### src/rtl/ufl_pkg.sv
package ufl_pkg;
  localparam int unsigned DATA_W = 8;
  localparam int unsigned FIFO_DEPTH = 4;
  localparam int unsigned LVL_W = 3;
  localparam int unsigned REG_W = 16;
  localparam int unsigned WB_W = 32;

  localparam logic [31:0] ADDR_TX_LEVEL = 32'h5000_1080;
  localparam logic [31:0] ADDR_RX_LEVEL = 32'h5000_1084;
  localparam logic [31:0] ADDR_SOFT_RST = 32'h5000_1088;
  localparam logic [31:0] ADDR_RTS_ALIAS = 32'h5000_108c;
  localparam logic [31:0] ADDR_BRK_ALIAS = 32'h5000_1090;
  localparam logic [31:0] ADDR_MODEM_CTRL = 32'h5000_10c0;
  localparam logic [31:0] ADDR_LINE_CTRL = 32'h5000_10c4;
  localparam logic [31:0] ADDR_FIFO_CTRL = 32'h5000_10c8;

  localparam int unsigned SRR_UR_BIT = 0;
  localparam int unsigned SRR_RFR_BIT = 1;
  localparam int unsigned SRR_XFR_BIT = 2;
  localparam int unsigned ALIAS_BIT = 0;
  localparam int unsigned MCR_RTS_BIT = 1;
  localparam int unsigned MCR_LOOP_BIT = 4;
  localparam int unsigned MCR_AFC_BIT = 5;
  localparam int unsigned MCR_SIR_BIT = 6;
  localparam int unsigned LCR_BRK_BIT = 6;
  localparam int unsigned FCR_EN_BIT = 0;
  localparam int unsigned FCR_RFR_BIT = 1;
  localparam int unsigned FCR_XFR_BIT = 2;
  localparam int unsigned FCR_TRIG_LO = 6;

  localparam logic RST_BIT = 1'b0;
  localparam logic [1:0] RST_TRIG = 2'h0;
  localparam logic AUTO_FLOW_OPTION = 1'b1;

  localparam logic [LVL_W-1:0] TRIG_ONE = 3'h1;
  localparam logic [LVL_W-1:0] TRIG_QUARTER = 3'h1;
  localparam logic [LVL_W-1:0] TRIG_HALF = 3'h2;
  localparam logic [LVL_W-1:0] TRIG_NEAR_FULL = 3'h2;

  localparam int unsigned CLK_PERIOD_NS = 50;
  localparam int unsigned SIR_PERIOD_NS = 1600;
  localparam int unsigned SIR_PULSE_NS = 150;
  localparam int unsigned SIR_PERIOD_CYC = SIR_PERIOD_NS / CLK_PERIOD_NS;
  localparam int unsigned SIR_PULSE_CYC =
    (SIR_PULSE_NS + CLK_PERIOD_NS - 1) / CLK_PERIOD_NS;
  localparam int unsigned SIR_CNT_W = 5;
endpackage : ufl_pkg

### src/rtl/ufl_fifo.sv
`timescale 1ns/1ps
module ufl_fifo #(
  parameter int unsigned W = 8,
  parameter int unsigned D = 4,
  parameter int unsigned AW = 2
) (
  // Clock and control
  input wire logic clk,
  input wire logic rst,
  input wire logic ce,
  input wire logic flush,
  // Fill side
  input wire logic in_valid,
  output logic in_ready,
  input wire logic [W-1:0] in_data,
  // Drain side
  output logic out_valid,
  input wire logic out_ready,
  output logic [W-1:0] out_data,
  // Entry count
  output logic [AW:0] level
);
  localparam logic [AW:0] FULL_CNT = (AW+1)'(D);
  logic [W-1:0] mem_q [D];
  logic [AW-1:0] wr_q;
  logic [AW-1:0] rd_q;
  logic [AW:0] cnt_q;
  wire push = in_valid & in_ready;
  wire pop = out_valid & out_ready;

  assign in_ready = (cnt_q != FULL_CNT);
  assign out_valid = (cnt_q != '0);
  assign out_data = mem_q[rd_q];
  assign level = cnt_q;

  always_ff @(posedge clk) begin
    if (ce && push) begin
      mem_q[wr_q] <= in_data;
    end
  end

  // Flush resets only pointers and count; stale words stay but are never read
  always_ff @(posedge clk) begin
    if (rst) begin
      wr_q <= '0;
      rd_q <= '0;
      cnt_q <= '0;
    end else if (ce) begin
      if (flush) begin
        wr_q <= '0;
        rd_q <= '0;
        cnt_q <= '0;
      end else begin
        if (push) begin
          wr_q <= wr_q + 1'b1;
        end
        if (pop) begin
          rd_q <= rd_q + 1'b1;
        end
        if (push && !pop) begin
          cnt_q <= cnt_q + 1'b1;
        end else if (pop && !push) begin
          cnt_q <= cnt_q - 1'b1;
        end
      end
    end
  end
endmodule : ufl_fifo

### src/rtl/ufl_rst_sync.sv
`timescale 1ns/1ps
module ufl_rst_sync (
  // Clock
  input wire logic clk,
  input wire logic ce,
  // Reset request and synchronised reset
  input wire logic arst_req,
  output logic rst_o
);
  logic [1:0] stage_q;

  // Asserts without a clock, releases after two enabled edges
  always_ff @(posedge clk or posedge arst_req) begin
    if (arst_req) begin
      stage_q <= 2'h3;
    end else if (ce) begin
      stage_q <= {stage_q[0], 1'b0};
    end
  end

  assign rst_o = stage_q[1];
endmodule : ufl_rst_sync

### src/rtl/ufl_regs.sv
`timescale 1ns/1ps
module ufl_regs (
  // Clock, reset, enable
  input wire logic clk,
  input wire logic rst,
  input wire logic ce,
  // Wishbone slave
  input wire logic wb_cyc_i,
  input wire logic wb_stb_i,
  input wire logic wb_we_i,
  input wire logic [31:0] wb_adr_i,
  input wire logic [3:0] wb_sel_i,
  input wire logic [31:0] wb_dat_i,
  output logic [31:0] wb_dat_o,
  output logic wb_ack_o,
  // Transmit FIFO: filled by bus side, drained by shifter
  input wire logic tx_in_valid,
  output logic tx_in_ready,
  input wire logic [7:0] tx_in_data,
  output logic tx_out_valid,
  input wire logic tx_out_ready,
  output logic [7:0] tx_out_data,
  // Receive FIFO: filled by receiver, drained by bus side
  input wire logic rx_in_valid,
  output logic rx_in_ready,
  input wire logic [7:0] rx_in_data,
  output logic rx_out_valid,
  input wire logic rx_out_ready,
  output logic [7:0] rx_out_data,
  // Core serial signals
  input wire logic core_sout,
  input wire logic core_sir_out_n,
  // Serial pins
  output logic sout,
  output logic sir_out_n,
  output logic rts_n,
  // Internal loopback and controller reset
  output logic loop_rts,
  output logic loop_break,
  output logic ctrl_rst
);
  logic ack_q;
  logic [31:0] dat_q;
  logic rts_q;
  logic loop_q;
  logic afc_q;
  logic sir_q;
  logic brk_q;
  logic fifo_en_q;
  logic [1:0] trig_q;
  logic tx_flush_q;
  logic rx_flush_q;
  logic srst_q;
  logic rts_n_q;
  logic sout_q;
  logic sir_n_q;
  logic [4:0] sir_cnt_q;
  logic [2:0] tx_level;
  logic [2:0] rx_level;
  logic soft_rst;
  logic [2:0] rx_thr;

  // Bus decode
  wire req = wb_cyc_i & wb_stb_i;
  wire first = req & ~ack_q;
  wire wr_acc = ce & ack_q & req & wb_we_i & wb_sel_i[0];
  wire hit_tfl = (wb_adr_i == ufl_pkg::ADDR_TX_LEVEL);
  wire hit_rfl = (wb_adr_i == ufl_pkg::ADDR_RX_LEVEL);
  wire hit_srr = (wb_adr_i == ufl_pkg::ADDR_SOFT_RST);
  wire hit_srts = (wb_adr_i == ufl_pkg::ADDR_RTS_ALIAS);
  wire hit_sbcr = (wb_adr_i == ufl_pkg::ADDR_BRK_ALIAS);
  wire hit_mcr = (wb_adr_i == ufl_pkg::ADDR_MODEM_CTRL);
  wire hit_lcr = (wb_adr_i == ufl_pkg::ADDR_LINE_CTRL);
  wire hit_fcr = (wb_adr_i == ufl_pkg::ADDR_FIFO_CTRL);
  wire wr_srr = wr_acc & hit_srr;
  wire wr_srts = wr_acc & hit_srts;
  wire wr_sbcr = wr_acc & hit_sbcr;
  wire wr_mcr = wr_acc & hit_mcr;
  wire wr_lcr = wr_acc & hit_lcr;
  wire wr_fcr = wr_acc & hit_fcr;
  wire [31:0] wd = wb_dat_i;

  // Clearing the FIFO enable resets both FIFOs
  wire fifo_off = wr_fcr & fifo_en_q & ~wd[ufl_pkg::FCR_EN_BIT];
  wire tx_flush_d = (wr_srr & wd[ufl_pkg::SRR_XFR_BIT])
    | (wr_fcr & wd[ufl_pkg::FCR_XFR_BIT]) | fifo_off;
  wire rx_flush_d = (wr_srr & wd[ufl_pkg::SRR_RFR_BIT])
    | (wr_fcr & wd[ufl_pkg::FCR_RFR_BIT]) | fifo_off;

  // Read mux; unmapped addresses and reserved bits read zero
  wire [15:0] mcr_rd = {9'h0, sir_q, afc_q, loop_q, 2'h0, rts_q, 1'b0};
  wire [15:0] lcr_rd = {9'h0, brk_q, 6'h0};
  wire [15:0] fcr_rd = {8'h0, trig_q, 5'h0, fifo_en_q};
  wire [15:0] rd_mux =
    hit_tfl ? {13'h0, tx_level} :
    hit_rfl ? {13'h0, rx_level} :
    hit_srts ? {15'h0, rts_q} :
    hit_sbcr ? {15'h0, brk_q} :
    hit_mcr ? mcr_rd :
    hit_lcr ? lcr_rd :
    hit_fcr ? fcr_rd : 16'h0;

  always_ff @(posedge clk) begin
    if (rst) begin
      ack_q <= 1'b0;
    end else if (ce) begin
      ack_q <= first;
    end
  end

  always_ff @(posedge clk) begin
    if (rst) begin
      dat_q <= 32'h0;
    end else if (ce && first) begin
      dat_q <= {16'h0, rd_mux};
    end
  end

  assign wb_ack_o = ack_q;
  assign wb_dat_o = dat_q;

  // Reset request pulse: bus reset only, so it clears even during soft reset
  always_ff @(posedge clk) begin
    if (rst) begin
      srst_q <= 1'b0;
    end else if (ce) begin
      srst_q <= wr_srr & wd[ufl_pkg::SRR_UR_BIT];
    end
  end

  ufl_rst_sync u_rst_sync (
    .clk(clk),
    .ce(ce),
    .arst_req(srst_q),
    .rst_o(soft_rst)
  );

  // One reset for all but the bus ack, read data and reset request; a serial domain would take it too
  assign ctrl_rst = rst | soft_rst;

  // Shared storage: both aliases and full registers write the same flops
  always_ff @(posedge clk) begin
    if (ctrl_rst) begin
      rts_q <= ufl_pkg::RST_BIT;
      brk_q <= ufl_pkg::RST_BIT;
    end else if (ce) begin
      if (wr_mcr) begin
        rts_q <= wd[ufl_pkg::MCR_RTS_BIT];
      end else if (wr_srts) begin
        rts_q <= wd[ufl_pkg::ALIAS_BIT];
      end
      if (wr_lcr) begin
        brk_q <= wd[ufl_pkg::LCR_BRK_BIT];
      end else if (wr_sbcr) begin
        brk_q <= wd[ufl_pkg::ALIAS_BIT];
      end
    end
  end

  always_ff @(posedge clk) begin
    if (ctrl_rst) begin
      loop_q <= ufl_pkg::RST_BIT;
      afc_q <= ufl_pkg::RST_BIT;
      sir_q <= ufl_pkg::RST_BIT;
    end else if (ce && wr_mcr) begin
      loop_q <= wd[ufl_pkg::MCR_LOOP_BIT];
      afc_q <= wd[ufl_pkg::MCR_AFC_BIT];
      sir_q <= wd[ufl_pkg::MCR_SIR_BIT];
    end
  end

  always_ff @(posedge clk) begin
    if (ctrl_rst) begin
      fifo_en_q <= ufl_pkg::RST_BIT;
      trig_q <= ufl_pkg::RST_TRIG;
    end else if (ce && wr_fcr) begin
      fifo_en_q <= wd[ufl_pkg::FCR_EN_BIT];
      trig_q <= wd[ufl_pkg::FCR_TRIG_LO+1:ufl_pkg::FCR_TRIG_LO];
    end
  end

  // Flush strobes last one enabled cycle, so software never clears them
  always_ff @(posedge clk) begin
    if (ctrl_rst) begin
      tx_flush_q <= 1'b0;
      rx_flush_q <= 1'b0;
    end else if (ce) begin
      tx_flush_q <= tx_flush_d;
      rx_flush_q <= rx_flush_d;
    end
  end

  ufl_fifo #(
    .W(ufl_pkg::DATA_W),
    .D(ufl_pkg::FIFO_DEPTH),
    .AW(ufl_pkg::LVL_W-1)
  ) u_tx_fifo (
    .clk(clk),
    .rst(ctrl_rst),
    .ce(ce),
    .flush(tx_flush_q),
    .in_valid(tx_in_valid),
    .in_ready(tx_in_ready),
    .in_data(tx_in_data),
    .out_valid(tx_out_valid),
    .out_ready(tx_out_ready),
    .out_data(tx_out_data),
    .level(tx_level)
  );

  ufl_fifo #(
    .W(ufl_pkg::DATA_W),
    .D(ufl_pkg::FIFO_DEPTH),
    .AW(ufl_pkg::LVL_W-1)
  ) u_rx_fifo (
    .clk(clk),
    .rst(ctrl_rst),
    .ce(ce),
    .flush(rx_flush_q),
    .in_valid(rx_in_valid),
    .in_ready(rx_in_ready),
    .in_data(rx_in_data),
    .out_valid(rx_out_valid),
    .out_ready(rx_out_ready),
    .out_data(rx_out_data),
    .level(rx_level)
  );

  // Receive trigger threshold
  assign rx_thr =
    (trig_q == 2'h0) ? ufl_pkg::TRIG_ONE :
    (trig_q == 2'h1) ? ufl_pkg::TRIG_QUARTER :
    (trig_q == 2'h2) ? ufl_pkg::TRIG_HALF : ufl_pkg::TRIG_NEAR_FULL;

  wire afc_act = ufl_pkg::AUTO_FLOW_OPTION & afc_q & fifo_en_q;
  wire rx_above = (rx_level >= rx_thr);
  wire rts_n_d = loop_q | ~rts_q | (afc_act & rx_above);
  wire sout_d = loop_q | (~brk_q & core_sout);
  wire sir_brk = sir_q & brk_q;
  wire sir_low = (sir_cnt_q < 5'(ufl_pkg::SIR_PULSE_CYC));
  wire sir_n_d = loop_q | (sir_brk ? ~sir_low : (~sir_q | core_sir_out_n));
  wire sir_wrap = (sir_cnt_q == 5'(ufl_pkg::SIR_PERIOD_CYC - 1));

  // Free-running pulse train while break is held in infrared mode
  always_ff @(posedge clk) begin
    if (ctrl_rst) begin
      sir_cnt_q <= 5'h0;
    end else if (ce) begin
      if (!sir_brk || sir_wrap) begin
        sir_cnt_q <= 5'h0;
      end else begin
        sir_cnt_q <= sir_cnt_q + 5'h1;
      end
    end
  end

  // Pins leave idle (high) from reset onward
  always_ff @(posedge clk) begin
    if (ctrl_rst) begin
      rts_n_q <= 1'b1;
      sout_q <= 1'b1;
      sir_n_q <= 1'b1;
    end else if (ce) begin
      rts_n_q <= rts_n_d;
      sout_q <= sout_d;
      sir_n_q <= sir_n_d;
    end
  end

  assign rts_n = rts_n_q;
  assign sout = sout_q;
  assign sir_out_n = sir_n_q;
  assign loop_rts = loop_q & rts_q;
  assign loop_break = loop_q & brk_q;

  property p_tx_level;
    @(posedge clk) disable iff (rst)
    (ce && first && !wb_we_i && hit_tfl) |=> (wb_dat_o == {29'h0, $past(tx_level)});
  endproperty
  a_tx_level: assert property (p_tx_level) else $error("tx level readback wrong");

  property p_rx_level;
    @(posedge clk) disable iff (rst)
    (ce && first && !wb_we_i && hit_rfl) |=> (wb_dat_o == {29'h0, $past(rx_level)});
  endproperty
  a_rx_level: assert property (p_rx_level) else $error("rx level readback wrong");

  property p_tx_flush;
    @(posedge clk) disable iff (ctrl_rst)
    (ce && wr_srr && wd[2]) |=> tx_flush_q ##1 (!ce || tx_level == 3'h0);
  endproperty
  a_tx_flush: assert property (p_tx_flush) else $error("tx flush did not empty");

  property p_rx_flush;
    @(posedge clk) disable iff (ctrl_rst)
    (ce && wr_srr && wd[1]) |=> rx_flush_q ##1 (!ce || rx_level == 3'h0);
  endproperty
  a_rx_flush: assert property (p_rx_flush) else $error("rx flush did not empty");

  property p_self_clear;
    @(posedge clk) disable iff (ctrl_rst)
    (ce && tx_flush_q && !tx_flush_d) |=> !tx_flush_q;
  endproperty
  a_self_clear: assert property (p_self_clear) else $error("flush bit stuck");

  property p_soft_rst;
    @(posedge clk) disable iff (rst)
    (ce && wr_srr && wd[0]) |=> (srst_q && ctrl_rst) ##1 ctrl_rst;
  endproperty
  a_soft_rst: assert property (p_soft_rst) else $error("soft reset not held");

  property p_rts_plain;
    @(posedge clk) disable iff (ctrl_rst)
    (ce && !loop_q && !afc_act) |=> (rts_n == !$past(rts_q));
  endproperty
  a_rts_plain: assert property (p_rts_plain) else $error("rts_n not following bit");

  property p_rts_auto;
    @(posedge clk) disable iff (ctrl_rst)
    (ce && afc_act && rx_above) |=> rts_n;
  endproperty
  a_rts_auto: assert property (p_rts_auto) else $error("rts_n low above trigger");

  property p_loop;
    @(posedge clk) disable iff (ctrl_rst)
    (ce && loop_q) |=> (rts_n && sout);
  endproperty
  a_loop: assert property (p_loop) else $error("pins active in loopback");

  property p_break;
    @(posedge clk) disable iff (ctrl_rst)
    (ce && brk_q && !loop_q) |=> !sout;
  endproperty
  a_break: assert property (p_break) else $error("break not driven");
endmodule : ufl_regs

### config.mk
export PLATFORM = sky130hd
export DESIGN_NAME = ufl_regs
export DESIGN_NICKNAME = d
export VERILOG_FILES = /design/src/rtl/ufl_pkg.sv /design/src/rtl/ufl_fifo.sv /design/src/rtl/ufl_rst_sync.sv /design/src/rtl/ufl_regs.sv
export SDC_FILE = /design/constraint.sdc
export NUM_CORES = 1
export LEC_CHECK = 0
export ABC_AREA = 1
export BUFFER_PORTS_ARGS = -buffer_cell sky130_fd_sc_hd__buf_2
export CAP_MARGIN = 20
export CORE_ASPECT_RATIO = 0.9
export CORE_MARGIN = 2
export CORE_UTILIZATION = 47
export DETAILED_ROUTE_END_ITERATION = 10
export PLACE_DENSITY = 0.72
export RECOVER_POWER = 100
export SLEW_MARGIN = 20
export SYNTH_ARGS = -nofsm -noshare
export SYNTH_HDL_FRONTEND = slang
export SYNTH_SLANG_ARGS = --single-unit
### constraint.sdc
create_clock -name clk -period 1.5 [get_ports clk]
set_clock_uncertainty 0.05 [all_clocks]
set_input_delay 0.3 -clock clk [delete_from_list [all_inputs] [get_ports clk]]
set_output_delay 0.3 -clock clk [all_outputs]
set_load 0.05 [all_outputs]
Word level (Yosys, flattened, before mapping) --
Memory sizes are Yosys's and may differ from the RTL's. A register that Yosys moved wholly into a read port is not among the register bits. Index checks and enable logic that the tools add are counted.
Cells by class: add/sub/neg operators 9, $lt $le $gt $ge 2, equal/unequal tests 12, muxes and demuxes 37, bitwise logic cells 45, reductions and logical operators 34
Operator list (count):
- 32-bit by 31-bit equality test with 1-bit output, second input constant | 8
- 8-bit 2-to-1 mux | 7
- 1-bit AND | 29
- 2-bit 2-to-1 mux | 14
- 3-bit 2-to-1 mux | 6
- 2-bit AND reduction | 8
- 2-bit nonzero test | 6
- 3-bit nonzero test | 4
- 1-bit bitwise OR | 10
- 1-bit logical AND | 9
- 1-bit 2-to-1 mux | 9
- 2-bit by 1-bit adder with 2-bit output, second input constant | 4
- 3-bit by 1-bit adder with 3-bit output, second input constant | 2
- 3-bit != test, second input constant | 2
- 1-bit NOT | 6
- 3-bit by 1-bit subtractor with 3-bit output, second input constant | 2
- 5-bit by 1-bit adder with 5-bit output, second input constant | 1
- 5-bit equality test, second input constant | 1
- 1-bit zero test | 5
- 5-bit by 2-bit less-than comparator with 1-bit output, second input constant | 1
- 5-bit 2-to-1 mux | 1
- 3-bit by 2-bit >= comparator with 1-bit output | 1
- 2-bit by 1-bit equality test with 1-bit output, second input constant | 1
- 2-bit zero test | 1
- 1-bit logical OR | 1
Word-level totals: bits in registers 52, RAM bits 64, output and inout port bits 59, word-level logic and storage cells 164, memories 2
Memory list:
- u_rx_fifo.mem_q | depth 4, width 8, rd ports 1, clocked after memory_dff 1, wr ports 1, RTL line ufl_fifo.sv:24 | logic [W-1:0] mem_q [D];
- u_tx_fifo.mem_q | depth 4, width 8, rd ports 1, clocked after memory_dff 1, wr ports 1, RTL line ufl_fifo.sv:24

Logic depth before layout (Yosys ltp) --
depth in word-level cells 8, depth in mapped cells 12

Hierarchy --
A second synthesis with hierarchy kept.
Unflattened totals: cell total of the unflattened synthesis 633, area total of the unflattened synthesis 5552.8 um^2
By module, submodules not included:
- ufl_fifo | times used 2, cells an instance 153, area each 1727.9 um^2, seq. area each 1141.1 um^2
- ufl_regs | times used 1, cells an instance 318, area each 2018.2 um^2, seq. area each 540.5 um^2
- ufl_rst_sync | times used 1, cells an instance 9, area each 78.8 um^2, seq. area each 52.6 um^2

Worst setup path before layout --
Ideal clock, no wire load.
path type reg-to-reg, start point register u_tx_fifo.cnt_q[0], in the netlist u_tx_fifo.level[0], end point register u_tx_fifo.cnt_q[2], in the netlist u_tx_fifo.level[2], setup time 0.119 ns, data arrival time 2.179 ns, required time 1.331 ns, setup slack -0.849 ns, stages on the path, launching flop included 12, cell sequence dfxtp_1 > inv_1 > nand3_1 > and2_4 > nand2_1 > inv_2 > fa_1 > xnor2_1 > o21ai_0 > a21oi_1 > o21ai_0 > a21oi_1
On the way: word-level cells in the longest chain between the ends 6, elaborated cells on any way between the ends 15, classes of those cells 2 x add/sub; 1 x eq/ne; 3 x mux; 2 x bitwise; 7 x reduce/logical
Ends and longest elaborated chain:
- start, declared | RTL line ufl_fifo.sv:27 | logic [AW:0] cnt_q;
- start signal, assigned | RTL line ufl_fifo.sv:61 | cnt_q <= cnt_q + 1'b1;
- start signal, assigned | RTL line ufl_fifo.sv:63 | cnt_q <= cnt_q - 1'b1;
- 3-bit != test (*) | RTL line ufl_fifo.sv:31 | assign in_ready = (cnt_q != FULL_CNT);
- via tx_in_ready | RTL line ufl_regs.sv:18 | output logic tx_in_ready,
- 1-bit AND (*) | RTL line ufl_fifo.sv:28 | wire push = in_valid & in_ready;
- 1-bit zero test | RTL line ufl_fifo.sv:62 | end else if (pop && !push) begin
- 1-bit logical AND | RTL line ufl_fifo.sv:62
- 3-bit nonzero test (no source line)
- 2-bit AND reduction (no source line)
The timed path passes the listed nets; every way through them passes the cells marked *. The select of a mux whose other input is x is not followed. A chain may end at the register's enable or synchronous reset.

Final worst setup path --
start point register u_rx_fifo.cnt_q[1], in the netlist u_rx_fifo.level[1], end point register u_rx_fifo.cnt_q[1], in the netlist u_rx_fifo.level[1]
On the way: word-level cells in the longest chain between the ends 6, elaborated cells on any way between the ends 15, classes of those cells 2 x add/sub; 1 x eq/ne; 3 x mux; 2 x bitwise; 7 x reduce/logical
Ends and longest elaborated chain (RTL line):
- start, declared | ufl_fifo.sv:27
- start signal, assigned | ufl_fifo.sv:61
- start signal, assigned | ufl_fifo.sv:63
- branches (longest 6 deep; another with 3-bit by 1-bit subtractor with 3-bit output)
Several ways; the timed one is not identified. The select of a mux whose other input is x is not followed.

==> summary.txt <==
Power and ir drop
  • Pwr Density: 997 nW/um^2
  • Clock share of power: 30.4%
  • Overall power: slightly above 8 mW
  • Int Pwr: 5.57 mW
  • P_leak: 3.20 nW
  • Max rail drop VDD: ~640 uV
  • Comb power frac: ~27%
  • Sw Ratio: 30.8%
  • Sequential power share: 42.4%
  • Psw: roughly 2.5 mW

Logic synthesis
  • Sequential area share after synthesis: 54.2%
  • Netlist cell types: 39
  • Post-Synth XOR/XNOR Area: less than 1%
  • Synthesized area: 5310 um^2
  • Mapped Cells: roughly 600
  • Main combinational cell family by area after synthesis: simple AND/OR/NAND/NOR gates
  • Synth Flop Type: edfxtp_1
  • Register bit total from synthesis: 111
  • Synth Area in Compound Gates: 11.3%
  • Synth warnings: 0
  • Most frequent cell after synthesis: nand2_1
  • Post-synth top area share: roughly 36%
  • Fraction of registers with async set/reset: 1.80%
  • Largest cells by area after synthesis: edfxtp_1 36%, dfxtp_1 17%, nand2_1 6.2%
  • Simple-gate area share of the yosys netlist: 19.5%
  • Mux cell area share after synthesis: 0%
  • Synth Area in Adders: 3.58%
  • Average size of a mapped cell: 8.79 um^2
  • Largest area contributor in the synthesized netlist: edfxtp_1
  • Count of flip-flops with a built-in enable after synthesis: 64
  • Top cells by count, synth: 87 x nand2_1, 84 x inv_1, 84 x nor2_1, 64 x edfxtp_1, 53 x o21ai_0

Drt
  • DRT iter0 DRCs: 236
  • Drt pass-1 iters: 4
  • Vias/cell: 4.97
  • WL per Instance: approximately 15 um
  • Via count of the routed design: 4683
  • DRC Markers: 0
  • Wirelength, routed: 13.8 mm
  • Post-DRT Antenna Nets: 0

Floorplan
  • Die width: 116 um
  • Ports: 155
  • Core footprint: between 10000 and 15000 um^2
  • # rows: 36
  • Initial Util: 48.7%
  • Die area: 12200 um^2
  • Die height: ~100 um

Worst setup path
  • CP endpoint kind: register
  • Critical path origin: u_rx_fifo.level[1]
  • Worst-path cell chain: inv_4, nand3_4, and2_4, or2_4, inv_2, fa_2, or2_0, a21oi_1
  • Crit path kind: reg2reg
  • Startpoint types: register
  • Critical Path Max Stage Delay: 410 ps
  • Cells on worst reg2reg path: 8
  • CP Max Fanout: 3
  • Reg2Reg Launch Point: u_rx_fifo.level[1]
  • Slowest stage cell, crit path: fa_2
  • Worst reg2reg endpoint: u_rx_fifo.level[1]
  • Critical path arrival: 2010 ps
  • Reg2reg setup slack: -290 ps
  • Worst Path Required: 1720 ps
  • Top delay family on crit path: simple AND/OR/NAND/NOR gates
  • Worst path bufs/invs: 2

Flow run
  • Max-cap check violation count: 0

STA
  • Period utilisation layout: 119%
  • Unrepaired setup endpoints after global routing: true
  • Hold Slack: 163 ps
  • Setup violators final: 54
  • Minimum clock period: 1790 ps
  • F_max: ~560 MHz
  • Fin. max-slew vios: 0
  • Hold violation count in the final report: 0
  • Worst setup margin: -289 ps

Clock network
  • TritonCTS Buffers: 9
  • CTS tree: yes
  • Cts hold-fix bufs: 0
  • Root buffer cell: clkbuf_16
  • Clock sink count: around 110
  • Clock Latency Late Sink: 350 ps
  • Clk pin slew, worst setup/hold paths: 80 ps
  • H-tree level count: 3
  • Max Root-Sink Buffers: 2

Cells and area
  • Multi-input logic area: 2890 um^2
  • Post-layout util: 74.0%
  • # fillers: roughly 760
  • Share of cells above drive strength 1: between 40% and 50%
  • Final Net Count: between 800 and 900
  • Reg area: 2910 um^2
  • Area delta synth->final: 51.9%
  • Diodes inserted: 0

Placed design
  • Detail Placement HPWL: 9.02 mm
  • Dpl ws: -330 ps
  • Placer Congestion: about 0.94
  • Port-buffer cells: 101

Min path
  • Hold Path Stages: 3
  • Hold Path Class: in2reg
  • Hold path startpoint: wb_dat_i[5]
  • Hold Path End: afc_q

Run status
  • Failing checks: negative setup slack
  • Outcome: complete, but fails checks

Global routing
  • GR Overflow Total: 0
  • Pin count of the biggest net entering global routing: 21
  • Gr usage total: 21.5%
  • First-pass GRT wire length: 20.7 mm
  • Initial antenna violation count: 0
  • Vias in the first global route: 4549
## sequential cells by signal, indices dropped and copies added (netlist names), 2 cells and up, named ones only
| register | flops |
|---|---|
| u_tx_fifo.wr_q | 2 |
| u_rx_fifo.mem_q | 32 |
| u_tx_fifo.rd_q | 2 |
| u_tx_fifo.mem_q | 32 |
| u_rx_fifo.wr_q | 2 |
| u_tx_fifo.level | 3 |
| u_rx_fifo.rd_q | 2 |
| u_rx_fifo.level | 3 |
| wb_dat_o | 7 |
| trig_q | 2 |
| sir_cnt_q | 5 |
| u_rst_sync.stage_q | 2 |
## kinds of logic after synthesis
| family | after synthesis |
|---|---|
| other | 1 |
| buffers and inverters | 124 |
| adder cells (fa/ha/maj) | 14 |
| AO/OA/AOI/OAI | 112 |
| flip-flops | 111 |
| XOR/XNOR | 4 |
| AND/OR/NAND/NOR | 238 |
## stage by stage
stage          instances  cell area (um^2)  TNS (ps)
6_report             943              8060     -4870
2_1_floorplan        628              5770     -1940
5_1_grt              943              8060     -9270
4_1_cts              936              7710     -4760
3_5_place_dp         903              6690     -8660
3_3_place_gp         903              6690     -6010
## worst max path at each step
stage / slack (ps) / depth (start not counted) / end
after floorplan: -450 / 8 / u_rx_fifo.level[1]
after global placement: -280 / 11 / u_tx_fifo.level[2]
after detailed placement: -330 / 11 / u_tx_fifo.level[2]
after CTS: -310 / 8 / u_rx_fifo.level[1]
after global routing: -390 / 11 / u_rx_fifo.level[2]
final: -290 / 8 / u_rx_fifo.level[1]
## power by group through the flow
stage               sequential, mW  combinational [mW]  clock, mW
floorplan                     3.47                1.14          0
global placement              3.44                1.60          0
detailed placement            3.45                1.64          0
CTS                           3.40                2.01       2.50
global route                  3.42                2.33       2.61
finish                        3.41                2.19       2.44
## per-layer routing
metal	routed length [um]	global-route usage, %
met5	0	0
met4	225	6.63
met3	528	4.35
met2	7370	38.8
met1	5720	25.3
## cells in the final DEF (no fill, tap or decap), types with 24 or more instances in the layout
cell type / count
nor2_4: 24
edfxtp_1: 64
nand3_1: 29
nand2_1: 81
nor2_1: 41
conb_1: 25
buf_2: 52
o21ai_4: 25
inv_1: 71
buf_4: 56
a21oi_1: 33
dfxtp_1: 33
buf_6: 30
## timing repair
item | CTS | global route
gates resized for setup | 192 | 82
cloned | 4 | 0
endpoints found under the setup margin | 89 | 79
endpoints found under the hold margin | 0 | 0
pin swaps | 24 | 44
setup buffers | 14 | 9
## worst reg2reg max path, delay by kind of cell (launching register included)
| family | cells | cell delay, ps |
|---|---|---|
| buffers and inverters | 2 | 140 |
| flip-flops | 1 | 340 |
| AO/OA/AOI/OAI | 1 | 120 |
| AND/OR/NAND/NOR | 4 | 650 |
| adder cells (fa/ha/maj) | 1 | 410 |
## area by class of cell
cell class | count | share of cell area [%]
clock buffer | 9 | 2.79
clock inverter | 7 | 1.04
inverter | 88 | 4.53
multi-input combinational | 393 | 35.8
sequential | 111 | 36.0
tap | 152 | 2.36
timing repair buffer | 183 | 17.4
(Power assumes the default switching activity.)
